[src/pkg/lan_queue_boundary_pkg.sv]
package lan_queue_boundary_pkg;

  // bus geometry
  localparam int AXI_ADDR_W = 12;
  localparam int AXI_DATA_W = 32;
  localparam int AXI_STRB_W = 4;
  localparam int INDEX_W = 10;
  localparam int INDEX_LSB = 2;

  // register geometry
  localparam int REG_W = 16;
  localparam int FIELD_W = 10;
  localparam int FIELD_LSB = 0;
  localparam int PTR_RESET_BIT = 10;
  localparam int LANE_W = 8;
  localparam int LANE_COUNT = 2;

  // each field step is one region of 32,768 bytes
  localparam int GRAIN_BYTES = 32768;
  localparam int GRAIN_SHIFT = $clog2(GRAIN_BYTES);
  localparam int BYTE_ADDR_W = FIELD_W + GRAIN_SHIFT;

  localparam logic [REG_W-1:0] REG_RESET_VALUE = 16'h0000;
  localparam logic [FIELD_W-1:0] FIELD_RESET_VALUE = 10'h000;

  // queue populations; first start queue is 12, first end queue is 1
  localparam int START_COUNT = 5;
  localparam int END_COUNT = 8;
  localparam int REG_COUNT = START_COUNT + END_COUNT;
  localparam int FIRST_START_QUEUE = 12;
  localparam int FIRST_END_QUEUE = 1;

  // printed offsets are register indices; byte address is four times the index
  localparam logic [INDEX_W-1:0] LAN_QUEUE12_START = 10'h116;
  localparam logic [INDEX_W-1:0] LAN_QUEUE13_START = 10'h118;
  localparam logic [INDEX_W-1:0] LAN_QUEUE14_START = 10'h11a;
  localparam logic [INDEX_W-1:0] LAN_QUEUE15_START = 10'h11c;
  localparam logic [INDEX_W-1:0] LAN_QUEUE16_START = 10'h11e;
  localparam logic [INDEX_W-1:0] LAN_QUEUE1_END = 10'h120;
  localparam logic [INDEX_W-1:0] LAN_QUEUE2_END = 10'h122;
  localparam logic [INDEX_W-1:0] LAN_QUEUE3_END = 10'h124;
  localparam logic [INDEX_W-1:0] LAN_QUEUE4_END = 10'h126;
  localparam logic [INDEX_W-1:0] LAN_QUEUE5_END = 10'h128;
  localparam logic [INDEX_W-1:0] LAN_QUEUE6_END = 10'h12a;
  localparam logic [INDEX_W-1:0] LAN_QUEUE7_END = 10'h12c;
  localparam logic [INDEX_W-1:0] LAN_QUEUE8_END = 10'h12e;

  // register table in slot order: start registers first, then end registers
  localparam logic [INDEX_W-1:0] REG_INDEX [REG_COUNT] = '{
    LAN_QUEUE12_START, LAN_QUEUE13_START, LAN_QUEUE14_START,
    LAN_QUEUE15_START, LAN_QUEUE16_START,
    LAN_QUEUE1_END, LAN_QUEUE2_END, LAN_QUEUE3_END, LAN_QUEUE4_END,
    LAN_QUEUE5_END, LAN_QUEUE6_END, LAN_QUEUE7_END, LAN_QUEUE8_END
  };

  localparam logic [1:0] RESP_OKAY = 2'h0;
  localparam logic [1:0] RESP_SLVERR = 2'h2;

  typedef enum logic [1:0] {
    WR_COLLECT = 2'h1,
    WR_RESPOND = 2'h2
  } write_state_t;

  typedef enum logic [1:0] {
    RD_ACCEPT = 2'h1,
    RD_RESPOND = 2'h2
  } read_state_t;

  typedef struct packed {
    logic [INDEX_W-1:0] index;
  } addr_beat_t;

  typedef struct packed {
    logic [REG_W-1:0] data;
    logic [LANE_COUNT-1:0] strb;
  } data_beat_t;

endpackage

[src/design/queue_boundary_reg.sv]
`timescale 1ns/1ps
`default_nettype none

module queue_boundary_reg
  import lan_queue_boundary_pkg::*;
#(
  parameter bit HAS_PTR_RESET = 1'b1
) (
  input wire logic aclk,
  input wire logic aresetn,
  input wire logic write_en,
  input wire data_beat_t beat,
  output logic [FIELD_W-1:0] field,
  output logic ptr_reset
);

  logic [FIELD_W-1:0] next_field;
  logic next_ptr_reset;

  always_comb begin
    next_field = field;
    next_ptr_reset = 1'b0;
    if (write_en) begin
      // low lane holds bits 7..0, high lane bits 15..8
      if (beat.strb[0]) begin
        next_field[LANE_W-1:0] = beat.data[LANE_W-1:0];
      end
      if (beat.strb[1]) begin
        next_field[FIELD_W-1:LANE_W] = beat.data[FIELD_W-1:LANE_W];
        // a zero here leaves the pointers alone, so the start can be rewritten
        next_ptr_reset = HAS_PTR_RESET && beat.data[PTR_RESET_BIT];
      end
    end
  end

  always_ff @(posedge aclk) begin
    if (!aresetn) begin
      field <= FIELD_RESET_VALUE;
      ptr_reset <= 1'b0;
    end else begin
      field <= next_field;
      // one-cycle pulse ends by itself; nothing is stored for software to clear
      ptr_reset <= next_ptr_reset;
    end
  end

endmodule

`default_nettype wire

[src/design/lan_queue_boundary_registers.sv]
`timescale 1ns/1ps
`default_nettype none

module lan_queue_boundary_registers
  import lan_queue_boundary_pkg::*;
(
  input wire logic aclk,
  input wire logic aresetn,
  input wire logic [AXI_ADDR_W-1:0] s_axi_awaddr,
  input wire logic [2:0] s_axi_awprot,
  input wire logic s_axi_awvalid,
  output logic s_axi_awready,
  input wire logic [AXI_DATA_W-1:0] s_axi_wdata,
  input wire logic [AXI_STRB_W-1:0] s_axi_wstrb,
  input wire logic s_axi_wvalid,
  output logic s_axi_wready,
  output logic [1:0] s_axi_bresp,
  output logic s_axi_bvalid,
  input wire logic s_axi_bready,
  input wire logic [AXI_ADDR_W-1:0] s_axi_araddr,
  input wire logic [2:0] s_axi_arprot,
  input wire logic s_axi_arvalid,
  output logic s_axi_arready,
  output logic [AXI_DATA_W-1:0] s_axi_rdata,
  output logic [1:0] s_axi_rresp,
  output logic s_axi_rvalid,
  input wire logic s_axi_rready,
  output logic [START_COUNT-1:0][FIELD_W-1:0] lan_queue_start_field,
  output logic [START_COUNT-1:0][BYTE_ADDR_W-1:0] lan_queue_start_byte_addr,
  output logic [START_COUNT-1:0] lan_queue_pointer_reset,
  output logic [END_COUNT-1:0][FIELD_W-1:0] lan_queue_end_field,
  output logic [END_COUNT-1:0][BYTE_ADDR_W-1:0] lan_queue_end_byte_addr
);

  localparam logic [GRAIN_SHIFT-1:0] GRAIN_ZEROS = '0;
  localparam logic [REG_W-FIELD_W-1:0] UNUSED_ZEROS = '0;
  localparam logic [AXI_DATA_W-REG_W-1:0] UPPER_ZEROS = '0;

  // write channel state
  write_state_t write_state;
  write_state_t next_write_state;
  logic aw_full;
  logic next_aw_full;
  logic w_full;
  logic next_w_full;
  addr_beat_t aw_beat;
  addr_beat_t next_aw_beat;
  data_beat_t w_beat;
  data_beat_t next_w_beat;
  logic next_awready;
  logic next_wready;
  logic next_bvalid;
  logic [1:0] next_bresp;

  // read channel state
  read_state_t read_state;
  read_state_t next_read_state;
  logic next_arready;
  logic next_rvalid;
  logic [1:0] next_rresp;
  logic [AXI_DATA_W-1:0] next_rdata;

  // register slots
  logic [REG_COUNT-1:0] slot_write;
  logic [REG_COUNT-1:0][FIELD_W-1:0] slot_field;
  logic [REG_COUNT-1:0] slot_ptr_reset;
  logic write_fire;
  logic write_hit;
  logic [REG_COUNT-1:0] write_match;
  logic read_hit;
  logic [REG_W-1:0] read_value;
  addr_beat_t ar_beat;

  assign ar_beat.index = s_axi_araddr[INDEX_LSB +: INDEX_W];

  // both beats held and no response pending: the write lands now
  assign write_fire = aw_full && w_full && (write_state == WR_COLLECT);

  always_comb begin
    write_match = '0;
    for (int i = 0; i < REG_COUNT; i++) begin
      if (aw_beat.index == REG_INDEX[i]) begin
        write_match[i] = 1'b1;
      end
    end
  end

  assign write_hit = |write_match;
  assign slot_write = write_fire ? write_match : '0;

  // write channel: address and data accepted in either order
  always_comb begin
    next_write_state = write_state;
    next_aw_full = aw_full;
    next_w_full = w_full;
    next_aw_beat = aw_beat;
    next_w_beat = w_beat;
    next_bvalid = s_axi_bvalid;
    next_bresp = s_axi_bresp;
    if (s_axi_awvalid && s_axi_awready) begin
      next_aw_full = 1'b1;
      next_aw_beat.index = s_axi_awaddr[INDEX_LSB +: INDEX_W];
    end
    if (s_axi_wvalid && s_axi_wready) begin
      next_w_full = 1'b1;
      next_w_beat.data = s_axi_wdata[REG_W-1:0];
      next_w_beat.strb = s_axi_wstrb[LANE_COUNT-1:0];
    end
    case (write_state)
      WR_COLLECT: begin
        if (write_fire) begin
          next_write_state = WR_RESPOND;
          next_bvalid = 1'b1;
          // unmapped writes change nothing and report an error
          next_bresp = write_hit ? RESP_OKAY : RESP_SLVERR;
        end
      end
      WR_RESPOND: begin
        if (s_axi_bready) begin
          next_write_state = WR_COLLECT;
          next_bvalid = 1'b0;
          next_bresp = RESP_OKAY;
          next_aw_full = 1'b0;
          next_w_full = 1'b0;
        end
      end
      default: begin
        next_write_state = WR_COLLECT;
        next_bvalid = 1'b0;
        next_aw_full = 1'b0;
        next_w_full = 1'b0;
      end
    endcase
    // ready is registered, so it is computed from the next holding state
    next_awready = !next_aw_full;
    next_wready = !next_w_full;
  end

  always_ff @(posedge aclk) begin
    if (!aresetn) begin
      write_state <= WR_COLLECT;
      aw_full <= 1'b0;
      w_full <= 1'b0;
      aw_beat <= '0;
      w_beat <= '0;
      s_axi_awready <= 1'b0;
      s_axi_wready <= 1'b0;
      s_axi_bvalid <= 1'b0;
      s_axi_bresp <= RESP_OKAY;
    end else begin
      write_state <= next_write_state;
      aw_full <= next_aw_full;
      w_full <= next_w_full;
      aw_beat <= next_aw_beat;
      w_beat <= next_w_beat;
      s_axi_awready <= next_awready;
      s_axi_wready <= next_wready;
      s_axi_bvalid <= next_bvalid;
      s_axi_bresp <= next_bresp;
    end
  end

  // read decode; the pointer reset bit is momentary and always reads zero
  always_comb begin
    read_hit = 1'b0;
    read_value = REG_RESET_VALUE;
    for (int i = 0; i < REG_COUNT; i++) begin
      if (ar_beat.index == REG_INDEX[i]) begin
        read_hit = 1'b1;
        read_value = {UNUSED_ZEROS, slot_field[i]};
      end
    end
  end

  always_comb begin
    next_read_state = read_state;
    next_arready = s_axi_arready;
    next_rvalid = s_axi_rvalid;
    next_rresp = s_axi_rresp;
    next_rdata = s_axi_rdata;
    case (read_state)
      RD_ACCEPT: begin
        if (s_axi_arvalid && s_axi_arready) begin
          next_read_state = RD_RESPOND;
          next_arready = 1'b0;
          next_rvalid = 1'b1;
          if (read_hit) begin
            next_rdata = {UPPER_ZEROS, read_value};
            next_rresp = RESP_OKAY;
          end else begin
            next_rdata = '0;
            next_rresp = RESP_SLVERR;
          end
        end else begin
          next_arready = 1'b1;
        end
      end
      RD_RESPOND: begin
        if (s_axi_rready) begin
          next_read_state = RD_ACCEPT;
          next_arready = 1'b1;
          next_rvalid = 1'b0;
          next_rresp = RESP_OKAY;
          next_rdata = '0;
        end
      end
      default: begin
        next_read_state = RD_ACCEPT;
        next_arready = 1'b0;
        next_rvalid = 1'b0;
        next_rresp = RESP_OKAY;
        next_rdata = '0;
      end
    endcase
  end

  always_ff @(posedge aclk) begin
    if (!aresetn) begin
      read_state <= RD_ACCEPT;
      s_axi_arready <= 1'b0;
      s_axi_rvalid <= 1'b0;
      s_axi_rresp <= RESP_OKAY;
      s_axi_rdata <= '0;
    end else begin
      read_state <= next_read_state;
      s_axi_arready <= next_arready;
      s_axi_rvalid <= next_rvalid;
      s_axi_rresp <= next_rresp;
      s_axi_rdata <= next_rdata;
    end
  end

  // one slot per register; only start slots carry a pointer reset
  for (genvar g = 0; g < REG_COUNT; g++) begin : g_slot
    queue_boundary_reg #(
      .HAS_PTR_RESET(g < START_COUNT)
    ) u_reg (
      .aclk(aclk),
      .aresetn(aresetn),
      .write_en(slot_write[g]),
      .beat(w_beat),
      .field(slot_field[g]),
      .ptr_reset(slot_ptr_reset[g])
    );
    if (g < START_COUNT) begin : g_start
      assign lan_queue_start_field[g] = slot_field[g];
      assign lan_queue_start_byte_addr[g] = {slot_field[g], GRAIN_ZEROS};
      assign lan_queue_pointer_reset[g] = slot_ptr_reset[g];
    end else begin : g_end
      assign lan_queue_end_field[g-START_COUNT] = slot_field[g];
      assign lan_queue_end_byte_addr[g-START_COUNT] = {slot_field[g], GRAIN_ZEROS};
    end
  end

endmodule

`default_nettype wire

[config.mk]
export PLATFORM = sky130hd
export DESIGN_NAME = lan_queue_boundary_registers
export DESIGN_NICKNAME = d
export VERILOG_FILES = /design/src/pkg/lan_queue_boundary_pkg.sv /design/src/design/queue_boundary_reg.sv /design/src/design/lan_queue_boundary_registers.sv
export SDC_FILE = /design/constraint.sdc
export NUM_CORES = 1
export LEC_CHECK = 0
export ABC_AREA = 1
export BUFFER_PORTS_ARGS = -buffer_cell sky130_fd_sc_hd__clkbuf_2
export CORE_AREA = 8 8 218 220
export DETAILED_ROUTE_END_ITERATION = 6
export DIE_AREA = 0 0 226 228
export PLACE_DENSITY = 0.46
export SYNTH_ARGS = -nofsm -noshare
export SYNTH_HDL_FRONTEND = slang
export SYNTH_SLANG_ARGS = --single-unit
[constraint.sdc]
create_clock -name aclk -period 2.2 [get_ports aclk]
set_clock_uncertainty 0.2 [all_clocks]
set_input_delay 0 -clock aclk [delete_from_list [all_inputs] [get_ports aclk]]
set_output_delay 0 -clock aclk [all_outputs]
set_load 0.005 [all_outputs]
==> results of run 1 <==
==> worst paths after layout <==
path,start,end,slack (ps),depth (start not counted)
setup / recovery,aw_beat[5]$_SDFFE_PN0P_,g_slot[7].u_reg.field[2]$_SDFFE_PN0P_,70,10
hold reg to reg,s_axi_rdata[6]$_SDFFE_PN0P_,s_axi_rdata[6]$_SDFFE_PN0P_,270,2
hold / removal,s_axi_rdata[6]$_SDFFE_PN0P_,s_axi_rdata[6]$_SDFFE_PN0P_,270,2
setup reg to reg,aw_beat[5]$_SDFFE_PN0P_,g_slot[7].u_reg.field[2]$_SDFFE_PN0P_,70,10
==> power by group through the flow <==
stage	combinational [mW]	sequential (mW)	clock, mW
floorplan	0.737	3.43	0
global placement	0.707	3.48	0
detailed placement	0.712	3.48	0
CTS	0.811	3.41	3.38
global route	0.948	3.43	3.49
finish	0.854	3.41	3.31
==> flip-flops by register name, indices dropped and copies added, names as in the netlist <==
signal and count:
s_axi_rvalid 1, s_axi_rresp 1, aw_beat 10, s_axi_bresp 1, s_axi_awready 1, g_slot.u_reg.ptr_reset 5, s_axi_bvalid 1, s_axi_rdata 10
read_state 1, aw_full 1, w_beat 13, w_full 1, write_state 1, s_axi_wready 1, g_slot.u_reg.field 130, s_axi_arready 1
==> layout by cell type, fill, tap and decap left out, drive strengths merged, types with 3 or more instances in the layout <==
cell type,instances
a21oi,172
o21ai,139
conb,219
inv,185
ha,4
bufinv,3
o211ai,3
buf,73
nand3,58
nor4,5
nand4,9
nand2,170
dlygate4sd3,54
clkbuf,341
clkinv,7
dfxtp,179
a211oi,24
o22ai,10
nor3,14
nor2,133
==> repair_timing <==
item                                    4_1_cts  5_1_grt
hold buffers                                 54        0
gates resized for setup                       0       35
endpoints found under the hold margin        49        0
endpoints found under the setup margin        0       88
setup buffers                                 0       15
==> metal layers <==
metal,up-vias,global-route usage
li1,4858,-
met1,4455,0.197
met2,361,0.274
met3,42,0.0334
met4,2,0.0378
met5,-,0
==> Yosys cell counts (2+ instances only) <==
master                     instances  area (µm²)
sky130_fd_sc_hd__a211oi_1         22         165
sky130_fd_sc_hd__nand2_1         162         608
sky130_fd_sc_hd__nand2_4           2        22.5
sky130_fd_sc_hd__nor2_1          115         432
sky130_fd_sc_hd__nand3_2           3        30.0
sky130_fd_sc_hd__nor2_4           11         124
sky130_fd_sc_hd__inv_2            16        60.1
sky130_fd_sc_hd__buf_2             5        25.0
sky130_fd_sc_hd__a32oi_1           2        17.5
sky130_fd_sc_hd__nor3_4            2        32.5
sky130_fd_sc_hd__a21oi_1         172         861
sky130_fd_sc_hd__buf_1             2        7.51
sky130_fd_sc_hd__o21ai_1           3        15.0
sky130_fd_sc_hd__o211ai_1          3        22.5
sky130_fd_sc_hd__inv_1           167         627
sky130_fd_sc_hd__buf_4           360        2700
sky130_fd_sc_hd__ha_1              4        50.1
sky130_fd_sc_hd__nor3_1           12        60.1
sky130_fd_sc_hd__nor4_1            4        25.0
sky130_fd_sc_hd__o21ai_0         136         681
sky130_fd_sc_hd__nand3_1          54         270
sky130_fd_sc_hd__nor2_2            6        37.5
sky130_fd_sc_hd__dfxtp_1         179        3580
sky130_fd_sc_hd__nand2_2           6        37.5
sky130_fd_sc_hd__o22ai_1          10        62.6
sky130_fd_sc_hd__buf_6             2        22.5
sky130_fd_sc_hd__clkbuf_1         41         154
sky130_fd_sc_hd__nand4_1           9        56.3
sky130_fd_sc_hd__a211oi_2          2        25.0
==> worst min-delay path, cell delays in order, from the launching register on <==
cell and delay (ps):
sky130_fd_sc_hd__dfxtp_1 310, sky130_fd_sc_hd__nand2_1 60, sky130_fd_sc_hd__a21oi_1 50
==> stage by stage <==
step | utilization | TNS, ps
floorplan | - | 0
global placement | 0.264 | -554
detailed placement | 0.264 | -735
CTS | 0.291 | 0
global route | 0.296 | -526
finish | 0.296 | 0
==> final cells by class <==
class / count / area [µm²]
clock buffer: 21 / 480
clock inverter: 11 / 149
fill: 4843 / 30900
inverter: 184 / 691
multi-input combinational: 964 / 4600
sequential: 179 / 3590
tap: 592 / 741
timing repair buffer: 447 / 2730
==> logic make-up (layout without fill, tap and decap cells) <==
kind of cell	count (synthesis)	count (layout)	synth area share
other	1	219	0.000345
flip-flops	179	179	0.330
AND/OR/NAND/NOR	389	390	0.163
adder cells (fa/ha/maj)	4	4	0.00460
AO/OA/AOI/OAI	351	351	0.171
buffers and inverters	594	663	0.331
==> flow_summary.yaml, run 1 <==
power_and_ir_drop:
  power_per_cell_area_mw_per_mm2: 584
  vdd_drop_max_v: 0.000514
  p_sw_frac: 0.270
  power.internal_mw: 5.53
  power.share.clock: 0.436
  static-leakage-power_nw: 5.96
  post-layout-total-power_mw: 7.57
  combinationalPowerShare: 0.113
  seqPwrFrac: 0.451
  p_switching_mw: 2.04
global_routing:
  via_count_of_the_first_global_routing_pass: 9462
  antenna_found_initial: 1
  overall_global_routing_resource_usage: 0.158
  grt_first_pass_wirelength_um: 61600
  grt_max_degree: 48
  overflow: 0
worst_setup_path:
  slowest_delay_ps: 420
  setup_cp_type: "register to register"
  critPathRequiredTime_ps: 2350
  crit_path_cell_trace: "nand3_2 -> nor2_4 -> inv_2 -> nor3_4 -> nand4_1 -> buf_6 -> nor2_4 -> buf_6 -> nor2_2 -> a211oi_2"
  crit_arrival_ps: 2290
  critPathTopFamily: "simple AND/OR/NAND/NOR gates"
  critical_path.endpoint_type: "register"
  critPathMaxFanout: 5
  worst_path_max_delay_cell: "sky130_fd_sc_hd__dfxtp_1"
  path_buf_inv: 3
  worstSetupStartpointType: "register"
route:
  wl_met1_um: 18700
  first_pass_iters: 5
  dr_total_vias: 9718
  number_of_drc_violations_after_detailed_routing_iteration_0: 703
  routed-wl-met3_um: 2660
  postRouteAntennaNets: 0
  route.detailed.vias_per_inst: 4.05
  routed.top_layer: "met5"
  drc_errors: 0
  post_drt_wl_per_cell_um: 18.1
  met2_wirelength_um: 21300
  drt-total-wl_um: 43300
timing:
  hold_slack_ps: 270
  timing.final.hold_violations: 0
  timing.final.setup_violations: 0
  worst-slew-pin-transition_ps: 640
  max_clock_freq_mhz: 468
  fin_crit_ps: 2130
  slew-limit-headroom: 0.570
  setup_slack_ps: 65.5
  rsz0062_at_grt: "yes"
  layout_worst_path_cycle_share: 0.970
  max_slew_violation_count: 0
clock_tree:
  cts_made_buffers: 17
  clkSinkCount: 179
  cts_tree: "yes"
  clk-insertion-delay-late_ps: 440
  cts.reportedPaths.clkPinSlew_ps: 70
  cts.path.max_buffers: 2
  ctsRootBufferMaster: "sky130_fd_sc_hd__clkbuf_16"
  cts_htree_levels: 4
synth:
  seq_total_area_yosys: 0.330
  synthesis.yosys.warnings: 0
  syn-instance-count: 1518
  synth_enable_flop_cells: 0
  ys.flop_type: "sky130_fd_sc_hd__dfxtp_1"
  synth-seq-cells: 179
  synth_cell_types: 35
  synth.avg_cell_area_um2: 7.16
  ys_async_sr_fraction: 0
  synth.cell_area_mm2: 0.0109
placement:
  io_buffer_count: 321
  placement.setup.worst_slack_ps: -88.5
  postPlaceCellArea_mm2: 0.0116
  post-dp-hpwl_um: 35200
  numPlacedInstances: 2296
  gp_congestion: 0.890
cells_and_area:
  fin_nets: 1870
  layout.cells.non_filler: 2398
  area.growth.synth_to_final_pct: 19.4
  final_instance_area_mm2: 0.0130
  num_antenna_cells: 0
  post_route_cells_drive_above_1_share: 0.279
floorplanning:
  die_area_mm2: 0.0515
  chipWidth_um: 226
  die_y_um: 228
  core.rowCount: 77
  start_util: 0.248
  io-pin-count: 574
  core_region_area_mm2: 0.0438
outcome:
  run_status: "complete, no violations"
worst_hold_path:
  worstHoldPathType: "register to register"
job:
  max_cap_violations: 0
Note: power is estimated with default switching activity, not from simulation.
==> run 2, diff against run 1 <==
Settings changed: CORE_AREA 8 8 218 220 to 8 8 216 218, DIE_AREA 0 0 226 228 to 0 0 224 226, PLACE_DENSITY 0.46 to 0.47.
==> run 2 against run 1 <==
- setup slack improved by 59 ps
- final cell count fell by 0.71%
- via count rose by 0.16%
- first-iteration DRC count fell by 2.1%
- die area fell by 1.8%
- critical endpoint is now g_slot[7].u_reg.field[4]$_SDFFE_PN0P_
- sequential power barely moved
- critical path depth did not move
==> flow_summary.yaml, run 2 (synthesis gave the netlist of run 1 again) <==
outcome:
  run_status: "complete, no violations"
placement:
  placement.setup.worst_slack_ps: 21.2
  gp_congestion: 0.903
  io_buffer_count: 321
  numPlacedInstances: 2298
  post-dp-hpwl_um: 34900
timing:
  layout_worst_path_cycle_share: 0.943
  hold_slack_ps: 246
  timing.final.hold_violations: 0
  setup_slack_ps: 125
  fin_crit_ps: 2080
  timing.final.setup_violations: 0
  slew-limit-headroom: 0.599
  rsz0062_at_grt: "yes"
  worst-slew-pin-transition_ps: 597
  max_clock_freq_mhz: 482
  max_slew_violation_count: 0
job:
  max_cap_violations: 0
cells_and_area:
  largest_register_ff_count: 130
  area.growth.synth_to_final_pct: 18.8
  fin_nets: 1853
  largest_registers: "g_slot.u_reg.field x130, w_beat x13"
  post_route_cells_drive_above_1_share: 0.276
  num_antenna_cells: 0
  top_register: "g_slot.u_reg.field"
  layout.cells.non_filler: 2381
  layout_commonest_cell: "sky130_fd_sc_hd__clkbuf_2"
  final_cell_mix: "sky130_fd_sc_hd__clkbuf_2, sky130_fd_sc_hd__conb_1, sky130_fd_sc_hd__dfxtp_1, sky130_fd_sc_hd__a21oi_1, sky130_fd_sc_hd__inv_1"
route:
  postRouteAntennaNets: 0
  route.detailed.vias_per_inst: 4.09
  drc_errors: 0
  dr_total_vias: 9734
  number_of_drc_violations_after_detailed_routing_iteration_0: 688
  post_drt_wl_per_cell_um: 18.0
  first_pass_iters: 5
  drt-total-wl_um: 42700
clock_tree:
  cts.path.max_buffers: 2
  ctsRootBufferMaster: "sky130_fd_sc_hd__clkbuf_16"
  cts_tree: "yes"
  clk-insertion-delay-late_ps: 440
  cts_htree_levels: 4
  cts_made_buffers: 17
  clkSinkCount: 179
  cts.reportedPaths.clkPinSlew_ps: 70
worst_setup_path:
  critical_path.endpoint_type: "register"
  slowest_delay_ps: 330
  crit_path_cell_trace: "nor2_2 -> nand3_2 -> nor2_4 -> inv_2 -> nor3_4 -> nand4_1 -> nor2_4 -> buf_12 -> nor2_1 -> a211oi_1"
  crit_path_frequent_cell: "sky130_fd_sc_hd__nor2_4"
  critPathMaxFanout: 8
  setup_cp_type: "register to register"
  worstSetupStartpointType: "register"
  critPathRequiredTime_ps: 2350
  worst_path_max_delay_cell: "sky130_fd_sc_hd__dfxtp_2"
  crit_arrival_ps: 2230
floorplanning:
  start_util: 0.250
  die_y_um: 226
  core.rowCount: 77
  die_area_mm2: 0.0506
  core_region_area_mm2: 0.0435
  io-pin-count: 574
  chipWidth_um: 224
global_routing:
  via_count_of_the_first_global_routing_pass: 9113
  antenna_found_initial: 0
  grt_first_pass_wirelength_um: 60200
  grt_max_degree: 48
  overall_global_routing_resource_usage: 0.158
  overflow: 0
worst_hold_path:
  worstHoldPathType: "input pin to register"
power_and_ir_drop:
  power_per_cell_area_mw_per_mm2: 616
  vdd_drop_max_v: 0.000567
  static-leakage-power_nw: 5.91
## run 2: final cells by class
| class | count | area [µm²] |
|---|---|---|
| timing repair buffer | 431 | 2610 |
| sequential | 179 | 3590 |
| clock inverter | 14 | 273 |
| inverter | 184 | 693 |
| fill | 4737 | 30500 |
| clock buffer | 18 | 439 |
| tap | 592 | 741 |
| multi-input combinational | 963 | 4570 |
## run 2: critical path: cells and delay by family, from the launching register on
family | cells | cell delay, ps
simple gates | 7 | 1070
flops | 1 | 330
buf+inv | 2 | 220
compound gates | 1 | 170
## run 2: power breakdown
part           switching (mW)  total (mW)  internal (mW)  leakage, nW
sequential              0.100        3.41           3.31         1.45
combinational           0.551       0.828          0.277         4.12
clock                    1.43        3.72           2.30        0.343
total                    2.08        7.96           5.88         5.91
## run 2: worst paths after layout
kind / startpoint / end / slack [ps] / cells after the start
max reg2reg: aw_beat[6]$_SDFFE_PN0P_ / g_slot[7].u_reg.field[4]$_SDFFE_PN0P_ / 120 / 10
min: s_axi_wdata[1] / w_beat[3]$_SDFFE_PN0P_ / 250 / 4
max: aw_beat[6]$_SDFFE_PN0P_ / g_slot[7].u_reg.field[4]$_SDFFE_PN0P_ / 120 / 10
min reg2reg: s_axi_rdata[0]$_SDFFE_PN0P_ / s_axi_rdata[0]$_SDFFE_PN0P_ / 260 / 2
## run 2: through the flow
| stage | instance area [µm²] | utilization | TNS [ps] | power, mW |
|---|---|---|---|---|
| 6_report | 12900 | 0.297 | 0 | 7.96 |
| 5_1_grt | 12900 | 0.297 | -47.4 | 8.25 |
| 4_1_cts | 12700 | 0.293 | 0 | 7.97 |
| 3_5_place_dp | 11600 | 0.267 | 0 | 4.19 |
| 3_3_place_gp | 11600 | 0.267 | 0 | 4.18 |
| 2_1_floorplan | 11700 | - | 0 | 4.16 |
## run 2: timing repair
action                                 4_1_cts  5_1_grt
hold buffers                                43        1
setup endpoints to repair                    0       77
endpoints found under the hold margin       49        2
resized for setup                            0       32
setup buffers                                0        6
## run 2: metal layers
metal | GRT usage | vias to the layer above | wire (µm)
met3 | 0.0312 | 34 | 2900
met2 | 0.268 | 399 | 20800
met4 | 0.0404 | 0 | 644
li1 | - | 4811 | -
met1 | 0.202 | 4490 | 18400
met5 | 0 | - | 0
